--- src/sc_parity_pkg.sv ---
// constants and types for the smart card parity, break and card clock block
`default_nettype none
package sc_parity_pkg;
  // register indices, byte address is four times the index
  localparam logic [15:0] IDX_CLK_DIV = 16'hFE10;
  localparam logic [15:0] IDX_PAR_CTL = 16'hFE11;
  localparam logic [15:0] IDX_BRK_CTL = 16'hFE20;
  localparam logic [15:0] IDX_IRQ_STAT = 16'hFE21;
  localparam logic [15:0] IDX_IRQ_MASK = 16'hFE22;
  // reset values and writable masks
  localparam logic [7:0] RST_CLK_DIV = 8'h0C;
  localparam logic [7:0] RST_PAR_CTL = 8'h00;
  localparam logic [7:0] MSK_CLK_DIV = 8'h3F;
  localparam logic [7:0] MSK_PAR_CTL = 8'h7F;
  localparam logic [7:0] MSK_BRK_CTL = 8'h03;
  localparam logic [7:0] MSK_IRQ = 8'h07;
  // interrupt status bit positions
  localparam int IRQ_PAR_ERR = 0;
  localparam int IRQ_BRK_DET = 1;
  localparam int IRQ_DISCARD = 2;
  // timing in half etu steps
  localparam logic [4:0] HALF_RX_BREAK = 5'h15;
  localparam logic [4:0] HALF_TX_SAMPLE = 5'h16;
  localparam logic [2:0] HALF_BRK_1 = 3'h2;
  localparam logic [2:0] HALF_BRK_15 = 3'h3;
  localparam logic [2:0] HALF_BRK_2 = 3'h4;

  // parity control fields, msb first
  typedef struct packed {
    logic rsvd;
    logic parity_check_disable;
    logic break_generation_disable;
    logic break_detection_disable;
    logic retransmit_on_break;
    logic discard_on_parity_error;
    logic insert_tx_parity_error;
    logic force_rx_parity_error;
  } par_ctl_t;

  // a received character with its parity bit
  typedef struct packed {
    logic [7:0] data;
    logic parity;
  } rx_char_t;

  typedef enum logic [3:0] {
    S_IDLE = 4'b0001,
    S_RX = 4'b0010,
    S_BRK = 4'b0100,
    S_TX = 4'b1000
  } brk_state_t;
endpackage
`default_nettype wire

--- src/sc_parity_clk.sv ---
// card clock divider, parity check and generation, break handling, apb registers
//
// The APB interface to the registers is this design's own decision.
`default_nettype none
module sc_parity_clk (
  // clock and reset
  input wire logic i_sys_clk,
  input wire logic i_nrst,
  // apb slave
  input wire logic i_psel,
  input wire logic i_penable,
  input wire logic i_pwrite,
  input wire logic [31:0] i_paddr,
  input wire logic [31:0] i_pwdata,
  output logic [31:0] o_prdata,
  output logic o_pready,
  output logic o_pslverr,
  // card clock
  output logic o_card_clk,
  output logic o_etu_clk_en,
  // uart core side
  input wire logic i_proto_t1,
  input wire logic i_half_etu,
  input wire logic i_rx_start,
  input wire logic i_rx_done,
  input wire sc_parity_pkg::rx_char_t i_rx_char,
  input wire logic i_tx_start,
  input wire logic [7:0] i_tx_data,
  input wire logic i_io_line,
  output logic o_io_drive_low,
  output logic o_tx_parity,
  output logic o_tx_retry,
  output logic o_rx_valid,
  output logic [7:0] o_rx_data,
  output logic o_rx_par_err,
  // interrupt
  output logic o_irq
);

  logic [7:0] div_r, div_nxt;
  sc_parity_pkg::par_ctl_t pc_r, pc_nxt;
  logic [1:0] bdur_r, bdur_nxt;
  logic [2:0] stat_r, stat_nxt;
  logic [2:0] mask_r, mask_nxt;
  logic [5:0] div_cnt_r, div_cnt_nxt;
  logic [5:0] div_act_r, div_act_nxt;
  logic etu_en_r, etu_en_nxt;
  logic card_clk_r, card_clk_nxt;
  sc_parity_pkg::brk_state_t st_r, st_nxt;
  logic [4:0] hcnt_r, hcnt_nxt;
  logic [2:0] blen_r, blen_nxt;
  logic err_r, err_nxt;
  logic rx_valid_r, rx_valid_nxt;
  logic [7:0] rx_data_r, rx_data_nxt;
  logic rx_err_r, rx_err_nxt;
  logic tx_par_r, tx_par_nxt;
  logic retry_r, retry_nxt;
  logic wr, rd_hit;
  logic [15:0] idx;
  logic t0, rx_err, drop, gen_brk, card_brk;
  logic [2:0] ev;

  // zero wait slave, so the bus never stalls behind the link
  assign idx = i_paddr[17:2];
  assign wr = i_psel && i_penable && i_pwrite;
  assign o_pready = 1'b1;
  assign rd_hit = (idx == sc_parity_pkg::IDX_CLK_DIV) || (idx == sc_parity_pkg::IDX_PAR_CTL) ||
                  (idx == sc_parity_pkg::IDX_BRK_CTL) || (idx == sc_parity_pkg::IDX_IRQ_STAT) ||
                  (idx == sc_parity_pkg::IDX_IRQ_MASK);
  assign o_pslverr = i_psel && i_penable && !rd_hit;

  // read mux, unused bits stay zero
  always_comb begin
    o_prdata = 32'h0000_0000;
    unique case (idx)
      sc_parity_pkg::IDX_CLK_DIV: o_prdata[7:0] = div_r;
      sc_parity_pkg::IDX_PAR_CTL: o_prdata[7:0] = pc_r;
      sc_parity_pkg::IDX_BRK_CTL: o_prdata[1:0] = bdur_r;
      sc_parity_pkg::IDX_IRQ_STAT: o_prdata[2:0] = stat_r;
      sc_parity_pkg::IDX_IRQ_MASK: o_prdata[2:0] = mask_r;
      default: o_prdata = 32'h0000_0000;
    endcase
  end

  // one parity control for both interfaces; no per-card copy exists
  assign t0 = !i_proto_t1;
  assign rx_err = (!pc_r.parity_check_disable && (^{i_rx_char.data, i_rx_char.parity})) ||
                  pc_r.force_rx_parity_error;
  assign drop = rx_err && t0 && pc_r.discard_on_parity_error &&
                !pc_r.parity_check_disable;
  assign gen_brk = err_r && t0 && !pc_r.break_generation_disable &&
                   !pc_r.parity_check_disable;
  assign card_brk = !i_io_line && t0 && !pc_r.break_detection_disable;

  // register writes and sticky events, a set beats a same-cycle clear
  always_comb begin
    div_nxt = div_r;
    pc_nxt = pc_r;
    bdur_nxt = bdur_r;
    mask_nxt = mask_r;
    stat_nxt = stat_r;
    ev = 3'h0;
    ev[sc_parity_pkg::IRQ_PAR_ERR] = i_rx_done && (st_r == sc_parity_pkg::S_RX) && rx_err;
    ev[sc_parity_pkg::IRQ_DISCARD] = i_rx_done && (st_r == sc_parity_pkg::S_RX) && drop;
    ev[sc_parity_pkg::IRQ_BRK_DET] = (st_r == sc_parity_pkg::S_TX) && i_half_etu &&
                                     (hcnt_r == sc_parity_pkg::HALF_TX_SAMPLE - 5'h01) && card_brk;
    if (wr) begin
      unique case (idx)
        sc_parity_pkg::IDX_CLK_DIV: div_nxt = i_pwdata[7:0] &
                                              sc_parity_pkg::MSK_CLK_DIV;
        sc_parity_pkg::IDX_PAR_CTL: pc_nxt = i_pwdata[7:0] & sc_parity_pkg::MSK_PAR_CTL;
        sc_parity_pkg::IDX_BRK_CTL: bdur_nxt = i_pwdata[1:0];
        sc_parity_pkg::IDX_IRQ_STAT: stat_nxt = stat_r & ~i_pwdata[2:0];
        sc_parity_pkg::IDX_IRQ_MASK: mask_nxt = i_pwdata[2:0];
        default: ;
      endcase
    end
    stat_nxt = stat_nxt | ev;
  end

  always_ff @(posedge i_sys_clk or negedge i_nrst) begin
    if (!i_nrst) begin
      div_r <= sc_parity_pkg::RST_CLK_DIV;
      pc_r <= sc_parity_pkg::RST_PAR_CTL;
      bdur_r <= 2'h0;
      stat_r <= 3'h0;
      mask_r <= 3'h0;
    end else begin
      div_r <= div_nxt;
      pc_r <= pc_nxt;
      bdur_r <= bdur_nxt;
      stat_r <= stat_nxt;
      mask_r <= mask_nxt;
    end
  end

  assign o_irq = |(stat_r & mask_r);

  // card clock divider; the ratio is reloaded only at wrap so no short pulse escapes
  always_comb begin
    div_cnt_nxt = div_cnt_r + 6'h01;
    div_act_nxt = div_act_r;
    etu_en_nxt = 1'b0;
    card_clk_nxt = card_clk_r;
    if (div_cnt_r >= div_act_r) begin
      div_cnt_nxt = 6'h00;
      etu_en_nxt = 1'b1;
      card_clk_nxt = !card_clk_r;
      div_act_nxt = (div_r[5:0] == 6'h00) ? 6'h01 : div_r[5:0];
    end
  end

  always_ff @(posedge i_sys_clk or negedge i_nrst) begin
    if (!i_nrst) begin
      div_cnt_r <= 6'h00;
      div_act_r <= sc_parity_pkg::RST_CLK_DIV[5:0];
      etu_en_r <= 1'b0;
      card_clk_r <= 1'b0;
    end else begin
      div_cnt_r <= div_cnt_nxt;
      div_act_r <= div_act_nxt;
      etu_en_r <= etu_en_nxt;
      card_clk_r <= card_clk_nxt;
    end
  end

  assign o_card_clk = card_clk_r;
  assign o_etu_clk_en = etu_en_r;

  // character framing: break window on receive, break sample on transmit
  always_comb begin
    st_nxt = st_r;
    hcnt_nxt = hcnt_r;
    blen_nxt = blen_r;
    err_nxt = err_r;
    rx_valid_nxt = 1'b0;
    rx_data_nxt = rx_data_r;
    rx_err_nxt = rx_err_r;
    retry_nxt = 1'b0;
    tx_par_nxt = (^i_tx_data) ^ pc_r.insert_tx_parity_error;
    unique case (st_r)
      sc_parity_pkg::S_IDLE: begin
        hcnt_nxt = 5'h00;
        err_nxt = 1'b0;
        if (i_rx_start) begin
          st_nxt = sc_parity_pkg::S_RX;
        end else if (i_tx_start) begin
          st_nxt = sc_parity_pkg::S_TX;
        end
      end
      sc_parity_pkg::S_RX: begin
        if (i_half_etu) begin
          hcnt_nxt = hcnt_r + 5'h01;
        end
        if (i_rx_done) begin
          err_nxt = rx_err;
          rx_err_nxt = rx_err;
          rx_data_nxt = i_rx_char.data;
          rx_valid_nxt = !drop;
        end
        if (i_half_etu && hcnt_r == sc_parity_pkg::HALF_RX_BREAK - 5'h01) begin
          hcnt_nxt = 5'h00;
          st_nxt = gen_brk ? sc_parity_pkg::S_BRK : sc_parity_pkg::S_IDLE;
          unique case (bdur_r)
            2'h1: blen_nxt = sc_parity_pkg::HALF_BRK_15;
            2'h2: blen_nxt = sc_parity_pkg::HALF_BRK_2;
            default: blen_nxt = sc_parity_pkg::HALF_BRK_1; // reserved code acts as 1 etu
          endcase
        end
      end
      sc_parity_pkg::S_BRK: begin
        if (i_half_etu) begin
          hcnt_nxt = hcnt_r + 5'h01;
          if (hcnt_r[2:0] == blen_r - 3'h1) begin
            st_nxt = sc_parity_pkg::S_IDLE;
          end
        end
      end
      sc_parity_pkg::S_TX: begin
        if (i_half_etu) begin
          hcnt_nxt = hcnt_r + 5'h01;
          if (hcnt_r == sc_parity_pkg::HALF_TX_SAMPLE - 5'h01) begin
            st_nxt = sc_parity_pkg::S_IDLE;
            retry_nxt = card_brk && pc_r.retransmit_on_break;
          end
        end
      end
    endcase
  end

  always_ff @(posedge i_sys_clk or negedge i_nrst) begin
    if (!i_nrst) begin
      st_r <= sc_parity_pkg::S_IDLE;
      hcnt_r <= 5'h00;
      blen_r <= sc_parity_pkg::HALF_BRK_1;
      err_r <= 1'b0;
      rx_valid_r <= 1'b0;
      rx_data_r <= 8'h00;
      rx_err_r <= 1'b0;
      tx_par_r <= 1'b0;
      retry_r <= 1'b0;
    end else begin
      st_r <= st_nxt;
      hcnt_r <= hcnt_nxt;
      blen_r <= blen_nxt;
      err_r <= err_nxt;
      rx_valid_r <= rx_valid_nxt;
      rx_data_r <= rx_data_nxt;
      rx_err_r <= rx_err_nxt;
      tx_par_r <= tx_par_nxt;
      retry_r <= retry_nxt;
    end
  end

  assign o_io_drive_low = (st_r == sc_parity_pkg::S_BRK);
  assign o_tx_parity = tx_par_r;
  assign o_tx_retry = retry_r;
  assign o_rx_valid = rx_valid_r;
  assign o_rx_data = rx_data_r;
  assign o_rx_par_err = rx_err_r;
endmodule
`default_nettype wire

--- config.mk ---
export PLATFORM = sky130hd
export DESIGN_NAME = sc_parity_clk
export DESIGN_NICKNAME = d
export VERILOG_FILES = /design/src/sc_parity_pkg.sv /design/src/sc_parity_clk.sv
export SDC_FILE = /design/constraint.sdc
export NUM_CORES = 1
export LEC_CHECK = 0
export ABC_AREA = 1
export BUFFER_PORTS_ARGS = -buffer_cell sky130_fd_sc_hd__buf_2
export CORE_ASPECT_RATIO = 0.5
export CORE_MARGIN = 2
export CORE_UTILIZATION = 50
export DETAILED_ROUTE_END_ITERATION = 16
export PLACE_DENSITY = 0.92
export SYNTH_ARGS = -nofsm -noshare
export SYNTH_HDL_FRONTEND = slang
export SYNTH_SLANG_ARGS = --single-unit
--- constraint.sdc ---
create_clock -name i_sys_clk -period 4.5 [get_ports i_sys_clk]
set_clock_uncertainty 0.15 [all_clocks]
set_input_delay 0.675 -clock i_sys_clk [delete_from_list [all_inputs] [get_ports i_sys_clk]]
set_output_delay 0.675 -clock i_sys_clk [all_outputs]
set_load 0.005 [all_outputs]
* Word level (Yosys, flattened, before mapping)
Cells that the tools add are included.
** Storage, ports and cells
- Output and inout bits :: 50
- Flip-flop bits (word level) :: 60
- Input bits :: 92
- Logic and storage cells :: 129
** Cells by class
- Magnitude comparators :: 1
- Eq/ne operators :: 21
- Bitwise logic cells :: 5
- $add $sub $neg :: 3
- Mux-type cells :: 28
- Reductions and logical operators :: 47
** Operators by type and width (count)
- 16-bit == test (second input constant) :: 5
- 4-bit two-way mux :: 7
- 1-bit logical AND :: 20
- 4-bit one-hot mux with 4 select lines :: 1
- 5-bit one-hot mux with 3 select lines :: 1
- 2-bit AND reduction :: 7
- 6-bit two-way mux :: 2
- 5-bit == test (second input constant) :: 2
- 5-bit two-way mux :: 2
- 2-bit one-hot mux with 5 select lines :: 1
- 3-bit two-way mux :: 3
- 9-bit XOR reduction :: 1
- 1-bit zero test :: 8
- 4-bit one-hot mux with 2 select lines :: 1
- 8-bit XOR reduction :: 1
- 1-bit two-way mux :: 7
- 6-bit by 1-bit adder with 6-bit output (second input constant) :: 1
- 3-bit bitwise AND :: 2
- 6-bit greater-or-equal comparator :: 1
- 6-bit zero test :: 1
- 2-bit by 1-bit inequality test with 1-bit output (second input constant) :: 3
- 2-bit inequality test (second input constant) :: 3
- 3-bit one-hot mux with 2 select lines :: 1
- 6-bit AND reduction :: 1
- 19 further kinds :: 23

* Longest topological paths before layout
Gate-level depths: netlist of run 1.
- Depth after elaboration :: 9
- Depth in mapped cells :: 12
- Depth with buffers taken out :: 12

* Least setup slack after synthesis of run 1
OpenSTA, ideal clock, no wires.
- Kind :: input-to-output
- Start :: input port i_paddr[9]
- End :: output port o_prdata[1]
- Path buffers :: 0
- Cell stages on the path :: 8
- Slack :: 2.064 ns
- Data arrival time :: 1.611 ns
- Required time :: 3.675 ns
- Path through :: or2_4 nor3_4 nand3_2 inv_2 nand2_1 nand2_1 a21oi_1 nand3_1
** On the way
- Cells in the longest elaborated chain, start to end :: 2
- Elaborated cells on any way between the ends :: 6
- Classes of those cells :: 5 x eq/ne; 1 x mux
** RTL lines
- from (decl) :: line sc_parity_clk.sv:13 : input wire logic [31:0] i_paddr,
- 16-bit == test :: line sc_parity_clk.sv:75 : unique case (idx)
- 2-bit one-hot mux with 5 select lines (*) :: line sc_parity_clk.sv:75
- to (decl) :: line sc_parity_clk.sv:15 : output logic [31:0] o_prdata,
Mark *: on every way between the ends. The rest lies on a longest branch, timed or not.

* Worst setup path in the final report of run 1
- Start :: input port i_paddr[10]
- End :: output port o_prdata[2]
** On the way
- Cells in the longest elaborated chain, start to end :: 2
- Elaborated cells on any way between the ends :: 5
- Classes of those cells :: 4 x eq/ne; 1 x mux
** RTL lines (line)
- 16-bit == test :: sc_parity_clk.sv:75
- 1-bit one-hot mux with 4 select lines (*) :: sc_parity_clk.sv:75
Marks and branches as above.

==> results of run 1 <==
==> how the worst max path moves through the flow <==
stage                     start     endpoint  slack [ns]  depth (start not counted)
floorplan            i_paddr[9]  o_prdata[1]        2.06                          8
global placement    i_paddr[10]  o_prdata[2]        1.46                          9
detailed placement  i_paddr[10]  o_prdata[2]        1.41                          9
CTS                 i_paddr[10]  o_prdata[2]        1.40                          9
global route        i_paddr[10]  o_prdata[1]        1.25                         11
finish              i_paddr[10]  o_prdata[2]        1.34                          9
==> sequential cells by signal, summed over array words and instances (netlist names), 2 cells and up <==
| register | flops |
|---|---|
| bdur_r | 2 |
| blen_r | 3 |
| div_act_r | 6 |
| div_cnt_r | 6 |
| div_r | 6 |
| hcnt_r | 5 |
| mask_r | 3 |
| o_rx_data | 8 |
| pc_r | 7 |
| st_r | 4 |
| stat_r | 3 |
==> stage by stage <==
| step | cells | hold WS, ns |
|---|---|---|
| CTS | 595 | 0.313 |
| floorplan | 443 | 0.229 |
| finish | 595 | 0.309 |
| detailed placement | 579 | 0.305 |
| global route | 595 | 0.326 |
| global placement | 579 | 0.300 |
==> placed cells by master, fill, tap and decap left out, drive strengths merged, types with 9 or more instances in the layout <==
cell type / netlist / routed
o21ai: 41 / 41
nand3: 19 / 19
nand4: 14 / 14
inv: 57 / 57
ha: 11 / 11
nor3: 10 / 10
nor2: 25 / 25
a21oi: 9 / 9
dfrtp: 54 / 54
conb: 2 / 26
nand2: 105 / 105
buf: 30 / 76
xor2: 12 / 12
clkbuf: 2 / 15
==> cell families (layout without fill, tap and decap cells) <==
family,count (synthesis),count (layout),synth area share (%)
XOR/XNOR,19,19,4.85
flip-flops,60,60,44.0
AND/OR/NAND/NOR,181,181,24.4
other,2,26,0.219
adder cells (fa/ha/maj),11,11,4.01
buffers and inverters,89,149,13.0
AO/OA/AOI/OAI,57,57,9.58
==> cell type report <==
class	instances	share of cell area [%]
clock buffer	15	6.82
clock inverter	1	0.123
inverter	57	5.25
multi-input combinational	294	38.5
sequential	60	37.0
tap	92	2.82
timing repair buffer	76	9.46
==> Yosys cell counts <==
cell | number | area [sq um]
a211oi_1 | 1 | 7.51
a21oi_1 | 9 | 45.0
a22o_1 | 1 | 8.76
buf_2 | 2 | 10.0
buf_4 | 27 | 203
buf_6 | 1 | 11.3
clkbuf_1 | 2 | 7.51
conb_1 | 2 | 7.51
dfrtp_1 | 54 | 1350
dfstp_2 | 6 | 158
ha_1 | 11 | 138
inv_1 | 54 | 203
inv_2 | 3 | 11.3
nand2_1 | 104 | 390
nand2_4 | 1 | 11.3
nand3_1 | 17 | 85.1
nand3_2 | 2 | 20.0
nand3b_1 | 1 | 7.51
nand4_1 | 13 | 81.3
nand4_2 | 1 | 12.5
nor2_1 | 24 | 90.1
nor2_2 | 1 | 6.26
nor3_1 | 6 | 30.0
nor3_2 | 2 | 20.0
nor3_4 | 2 | 32.5
nor3b_1 | 4 | 30.0
nor4_1 | 1 | 6.26
o2111ai_1 | 1 | 8.76
o211ai_1 | 1 | 7.51
o21a_1 | 1 | 7.51
o21ai_0 | 35 | 175
o21ai_2 | 6 | 52.6
o221ai_1 | 1 | 8.76
o31ai_1 | 1 | 7.51
or2_1 | 1 | 6.26
or2_4 | 1 | 8.76
xnor2_1 | 7 | 61.3
xor2_1 | 12 | 105
==> layer usage <==
metal	track usage, %	share of wire, %	up-vias
met5	0	0	-
met4	10.8	2.9	0
met3	5.29	7.4	27
met2	37.4	49	146
met1	26.3	41	1446
li1	-	-	1455
==> report_power, final <==
part           internal, mW  switching, mW
clock                 0.416          0.221
sequential            0.605         0.0398
combinational         0.122          0.208
==> flow_summary.yaml, run 1 <==
status:
  outcome: "finished clean"
clock_network:
  ctsLongestPathBuffers: 2
  cts_tree: "yes"
  cts-hold-fix-buffers: 0
  clock-sinks: 60
  ctsResizeCount: 0
  cts_setup_buffers: 0
  ctsRootBufferMaster: "clkbuf_16"
  clock_latency_ns: 0.33
  cts_max_level: 3
  cts_made_buffers: 9
  clk_pin_slew_ns: 0.05
global_routing:
  grt_pass1_vias: 2946
  grt_max_degree: 61
  antenna_found_initial: 0
  grt.total_usage_pct: 22.0
  gr-total-overflow: 0
  grt_pass1_wl_mm: 13.2
run:
  max_cap_violations: 0
place:
  hpwl_mm: 5.49
  dp_slack_ns: 1.41
  dpl_cell_area_sq_um: 3790
  port_buffers: 74
  gp_congestion: 0.860
detailed_routing:
  wl_per_cell_um: 13.2
  drt_pass1_iterations: 5
  via_count: 3074
  drc: 0
  vias_per_cell: 5.17
  drt_iter0_drc: 189
  wl_mm: 7.86
  ant_nets: 0
finish:
  fin_area_sq_um: 4080
  insertedDiodeCount: 0
  num-nets-final: 601
  final_layout_size_suffix_gt1_share_pct: 22.7
  final-seq-area_sq_um: 1510
  final_core_util_pct: 61.1
  area_growth_pct: 18.7
  fillers: 531
  multiInputGateArea_sq_um: 1570
power:
  leakage_nw: 2.18
  p_per_area_nw_per_um2: 396
  total_power_mw: 1.61
  ir_worst_vdd_mv: 0.162
floorplan:
  die_area_sq_um: 7590
  initial_core_util_pct: 51.4
  die_h_um: 62.6
  rows: 21
  core_sq_um: 6670
  die_w_um: 121
  ios: 142
yosys:
  syn_inst: 419
  synth-warning-count: 0
  ys_types: 38
  syn_area_sq_um: 3430
  avgSynthCellArea_sq_um: 8.19
  seq_area_frac_synth_pct: 44.0
  synth_seq_cells: 60
timing:
  relSlewSlack_pct: 43.0
  period_needed_ns: 3.16
  slew_violations: 0
  fin_crit_sh_pct: 70.2
  worst_slack_ns: 1.34
  final-hold-violation-count: 0
  worstMarginPinSlew_ns: 0.851
  rsz0062_at_grt: "false"
  fin_setup_tns_ns: 0
  fmax_ghz: 0.317
  setup_viol: 0
critical_path:
  crit_required_ns: 3.67
  crit_arrival_ns: 2.33
  worst-path-buf-inv: 4
  crit_chain: "buf_2 > inv_1 > nand4_1 > nor2_1 > nand3_2 > inv_2 > nand2_1 > nand4_1 > buf_2"
  crit_path_end_kind: "primary output"
  reg2regPathDepth: 8
  rr_startpoint: "div_act_r[3]"
  cp-start-kind: "primary input"
  cp_max_fo: 12
  ff2ff_setup_slack_ns: 2.40
  critical-path-max-stage-delay_ns: 0.68
  cp_slowest_cell: "nor2_1"
  critPathTopFamily: "simple AND/OR/NAND/NOR gates"
  crit_type: "primary input to primary output"
  reg2reg_to: "div_cnt_r[3]"
min_path:
  min_path_type: "flip-flop to flip-flop"
  min_to: "o_card_clk"
  min_path_cells: 1
  worstHoldStart: "o_card_clk"
Power figures use the tool's default switching activity.
==> run 2: changes to the inputs <==
--- a/config.mk
+++ b/config.mk
@@ -9,9 +9,9 @@
 export BUFFER_PORTS_ARGS = -buffer_cell sky130_fd_sc_hd__buf_2
 export CORE_ASPECT_RATIO = 0.5
 export CORE_MARGIN = 2
-export CORE_UTILIZATION = 50
+export CORE_UTILIZATION = 49
 export DETAILED_ROUTE_END_ITERATION = 16
-export PLACE_DENSITY = 0.92
+export PLACE_DENSITY = 0.9
 export SYNTH_ARGS = -nofsm -noshare
 export SYNTH_HDL_FRONTEND = slang
 export SYNTH_SLANG_ARGS = --single-unit
==> constraint.sdc (replaced) <==
create_clock -name i_sys_clk -period 3.2 [get_ports i_sys_clk]
set_clock_uncertainty 0.15 [all_clocks]
set_input_delay 0.48 -clock i_sys_clk [delete_from_list [all_inputs] [get_ports i_sys_clk]]
set_output_delay 0.48 -clock i_sys_clk [all_outputs]
set_load 0.005 [all_outputs]
==> run 2 against run 1 <==
Clock-buffer cell count is 3 lower. Power is 55% higher. Utilization increased by 0.92 points. Sequential share of layout area down 0.83 points. Global-route usage is 0.77 points higher. Combinational power rose by 45%. Critical path depth rose by 1. Wire length grew 4.6%. Sequential cell count did not move. Cell area up 2.3%. Critical path type unchanged. Largest cell class unchanged. Highest routed layer unchanged.
==> flow_summary.yaml, run 2 (synthesis results as in run 1) <==
timing:
  period_needed_ns: 2.50
  fin_setup_tns_ns: 0
  worstMarginPinSlew_ns: 0.729
  slew_violations: 0
  holdWs_ns: 0.245
  final-hold-violation-count: 0
  fin_crit_sh_pct: 78.1
  fmax_ghz: 0.400
  rsz0062_at_grt: "false"
  relSlewSlack_pct: 51.3
  setup_viol: 0
detailed_routing:
  drt_iter0_drc: 239
  drc: 0
  drt_pass1_iterations: 5
  via_count: 3112
  wl_per_cell_um: 13.8
  ant_nets: 0
  wl_mm: 8.23
  vias_per_cell: 5.20
finish:
  num-nets-final: 604
  final_cell_mix: "nand2_1, buf_2, inv_1, dfrtp_1, o21ai_0"
  fillers: 506
  layout_commonest_cell: "nand2_1"
  multiInputGateArea_sq_um: 1570
  largest_reg_flops: 8
  insertedDiodeCount: 0
  area_growth_pct: 21.4
  final_layout_size_suffix_gt1_share_pct: 23.3
  final-seq-area_sq_um: 1510
global_routing:
  antenna_found_initial: 0
  gr-total-overflow: 0
  grt_pass1_vias: 2961
  grt.total_usage_pct: 22.8
  grt_pass1_wl_mm: 13.8
  grt_max_degree: 38
power:
  p_per_area_nw_per_um2: 601
  leakage_nw: 2.23
  ir_worst_vdd_mv: 0.295
critical_path:
  crit_type: "primary input to primary output"
  crit_end: "o_prdata[1]"
  cp-start-kind: "primary input"
  cp_max_fo: 10
  crit_chain: "buf_2 > or2_4 > nor3_4 > nand3_2 > inv_2 > nand2_1 > nand2_1 > a21oi_1 > nand3_1 > buf_2"
  crit_arrival_ns: 1.87
  crit_path_end_kind: "primary output"
  reg2reg_to: "div_act_r[0]"
  crit_start: "i_paddr[9]"
  reg2regPathDepth: 7
  critical-path-max-stage-delay_ns: 0.34
  cp_slowest_cell: "nor3_4"
  crit_required_ns: 2.57
  ff2ff_setup_slack_ns: 0.96
  rr_startpoint: "div_act_r[3]"
min_path:
  min_path_type: "primary input to flip-flop"
  worstHoldStart: "i_pwdata[3]"
floorplan:
  rows: 21
  initial_core_util_pct: 51.0
  die_area_sq_um: 7730
  core_sq_um: 6730
  ios: 142
  die_h_um: 63.2
  die_w_um: 122
clock_network:
  cts_made_buffers: 9
  cts_tree: "yes"
  clock_latency_ns: 0.32
  cts_setup_buffers: 0
  ctsLongestPathBuffers: 2
  clk_pin_slew_ns: 0.05
  ctsRootBufferMaster: "clkbuf_16"
  clock-sinks: 60
  cts_max_level: 3
  ctsResizeCount: 0
place:
  hpwl_mm: 5.36
  port_buffers: 74
  gp_congestion: 0.865
run:
  max_cap_violations: 0
status:
  outcome: "finished clean"
run 2: changes by cell type in the layout (fill, tap and decap cells not counted):
cell	previous run	this run
dlygate4sd3_1	0	1
buf_4	2	4
bufinv_16	0	3
clkbuf_8	3	2
clkbuf_1	3	1
run 2: stage by stage:
stage	power (mW)	cell area [sq um]	setup slack, ns	utilization (%)	cells
after global routing	2.63	4170	0.651	62.0	598
after detailed placement	1.37	3810	0.806	56.6	581
after global placement	1.34	3810	0.832	56.6	581
after floorplan	1.21	3520	1.15	-	443
after CTS	2.51	4170	0.749	62.0	598
final	2.51	4170	0.702	62.0	598
run 2: how the worst min path moves through the flow:
stage                 end  slack (ns)  depth (start not counted)
6_report         div_r[3]        0.24                          3
5_1_grt          div_r[3]        0.26                          3
4_1_cts          div_r[3]        0.23                          3
3_5_place_dp   o_card_clk        0.31                          1
3_3_place_gp   o_card_clk        0.30                          1
2_1_floorplan   bdur_r[0]        0.03                          0
run 2: metal layers:
metal  vias up  track usage [%]  wire (um)
met5         -                0          0
met4         0             10.5        238
met3        27             5.98        516
met2       141             39.1       4150
met1      1477             26.7       3320
li1       1467                -          -
run 2: critical path, delay by kind of cell:
family	cells	cell delay, ns
simple gates	6	1.00
compound gates	1	0.05
buf+inv	3	0.34
run 2: where the power goes:
part           switching [mW]  total (mW)  internal, mW  leakage (nW)
Sequential             0.0602       0.911         0.851         0.772
Combinational           0.305       0.477         0.172          1.28
Clock                   0.318        1.12         0.801         0.173
run 2: timing repair:
item	CTS	global route
hold buffers	1	0
endpoints found under the setup margin	0	0
hold endpoints to repair	19	0
run 2: final cells by class:
cell class	instances	area share [%]
tap	92	2.76
clock buffer	12	6.15
inverter	57	5.13
timing repair buffer	79	9.84
sequential	60	36.2
clock inverter	4	2.28
multi-input combinational	294	37.6
==> run 3: changes to the inputs <==
==> constraint.sdc (replaced) <==
create_clock -name i_sys_clk -period 2.3 [get_ports i_sys_clk]
set_clock_uncertainty 0.15 [all_clocks]
set_input_delay 0.345 -clock i_sys_clk [delete_from_list [all_inputs] [get_ports i_sys_clk]]
set_output_delay 0.345 -clock i_sys_clk [all_outputs]
set_load 0.005 [all_outputs]
==> run 3 against run 2 <==
Combinational power is 42% higher. Clock-buffer cell count stayed put. Sequential power increased by 38%. Cell count rose by 0.50%. Via count shrank 0.32%. Sequential cell count unchanged.
==> flow_summary.yaml, run 3 (synthesis results as in run 1) <==
floorplan:
  core_sq_um: 6730
  die_w_um: 122
  ios: 142
  rows: 21
  initial_core_util_pct: 51.0
  die_h_um: 63.2
  die_area_sq_um: 7730
detailed_routing:
  ant_nets: 0
  drt_iter0_drc: 194
  via_count: 3102
  wl_per_cell_um: 13.7
  wl_mm: 8.25
  drt_pass1_iterations: 5
  drc: 0
  vias_per_cell: 5.16
critical_path:
  cp_slowest_cell: "buf_4"
  crit_arrival_ns: 1.54
  crit_chain: "buf_2 > inv_1 > nand4_1 > nor2_1 > buf_4 > nand3_2 > inv_2 > nand2_1 > nand4_1 > buf_2"
  worst-path-buf-inv: 5
  critPathTopFamily: "buffers and inverters"
  reg2regPathDepth: 8
  crit_path_end_kind: "primary output"
  crit_required_ns: 1.80
  path_depth: 10
  crit_type: "primary input to primary output"
  cp-start-kind: "primary input"
  critical-path-max-stage-delay_ns: 0.19
  cp_max_fo: 12
finish:
  area_growth_pct: 19.8
  fillers: 536
  final-seq-area_sq_um: 1510
  layout_commonest_cell: "nand2_1"
  largest_reg_flops: 8
  final_cell_mix: "nand2_1, buf_2, inv_1, dfrtp_1, o21ai_0"
  num-nets-final: 608
  insertedDiodeCount: 0
  final_core_util_pct: 61.1
  multiInputGateArea_sq_um: 1570
  final_layout_size_suffix_gt1_share_pct: 23.4
timing:
  fmax_ghz: 0.492
  worstMarginPinSlew_ns: 0.534
  rsz0062_at_grt: "false"
  slew_violations: 0
  relSlewSlack_pct: 64.3
  setup_viol: 0
  fin_crit_sh_pct: 88.4
  period_needed_ns: 2.03
  fin_setup_tns_ns: 0
  final-hold-violation-count: 0
place:
  gp_congestion: 0.856
  port_buffers: 74
  hpwl_mm: 5.56
global_routing:
  grt_pass1_wl_mm: 13.6
  gr-total-overflow: 0
  antenna_found_initial: 0
  grt_use_met1_pct: 27.0
  grt_max_degree: 61
  grt-busiest-layer: "met2"
  grt.total_usage_pct: 22.6
  grt_pass1_vias: 2968
  grtUsageMet2_pct: 40.4
  grtUsageMet3_pct: 6.07
min_path:
  min_path_type: "primary input to flip-flop"
  min_path_cells: 3
power:
  ir_worst_vdd_mv: 0.583
  p_per_area_nw_per_um2: 752
  leakage_nw: 2.20
  total_power_mw: 3.09
clock_network:
  cts_setup_buffers: 0
  ctsRootBufferMaster: "clkbuf_16"
  cts_made_buffers: 9
  ctsLongestPathBuffers: 2
  cts_tree: "yes"
  clock_latency_ns: 0.33
  clock-sinks: 60
  clk_pin_slew_ns: 0.05
  cts_max_level: 3
run:
  max_cap_violations: 0
status:
  outcome: "finished clean"
==> run 3: changes by cell type in the layout (fill, tap and decap cells not counted), sizes merged <==
cell,delta
bufinv,-3
clkinv,+2
buf,+4
==> run 3: stage by stage <==
step | hold WS (ns) | setup slack, ns | instances | cell area [sq um]
2_1_floorplan | -0.101 | 0.516 | 443 | 3520
3_3_place_gp | 0.220 | 0.310 | 585 | 3850
3_5_place_dp | 0.224 | 0.282 | 585 | 3850
4_1_cts | 0.121 | 0.275 | 601 | 4110
5_1_grt | 0.128 | 0.143 | 601 | 4110
6_report | 0.121 | 0.266 | 601 | 4110
==> run 3: path summary, 6_finish.rpt <==
path                       slack [ns]    startpoint      endpoint
hold / removal                   0.12  i_rx_char[6]  o_rx_data[5]
hold reg to reg                  0.32    o_card_clk    o_card_clk
max in group asynchronous        1.27        i_nrst      div_r[2]
setup reg to reg                 0.39     blen_r[1]       st_r[2]
min in group asynchronous        0.40        i_nrst      div_r[1]
setup / recovery                 0.27   i_paddr[10]   o_prdata[2]
==> run 3: tightest hold or removal path, delay by kind of cell <==
kind,cells,cell delay [ns]
buf+inv,1,0.12
simple gates,2,0.11
==> run 3: routing by layer <==
metal	vias up	wire length, um
li1	1465	-
met1	1461	3430
met2	155	4060
met3	21	615
met4	0	149
met5	-	0
==> run 3: cell type report <==
cell class                 count  area share (%)
clock buffer                  12            5.75
timing repair buffer          83            11.0
tap                           92            2.80
sequential                    60            36.7
inverter                      57            5.20
clock inverter                 3           0.365
multi-input combinational    294            38.2
==> run 3: report_power, final <==
| part | total [mW] | switching [mW] | internal (mW) | leakage, nW |
|---|---|---|---|---|
| sequential | 1.26 | 0.0792 | 1.18 | 0.772 |
| clock | 1.15 | 0.435 | 0.715 | 0.126 |
| combinational | 0.677 | 0.424 | 0.254 | 1.31 |
| total | 3.09 | 0.938 | 2.15 | 2.20 |
==> run 3: repair_timing <==
action                    4_1_cts  5_1_grt
gates resized for setup         0        0
hold buffers                    1        0
hold endpoints to repair       54        0
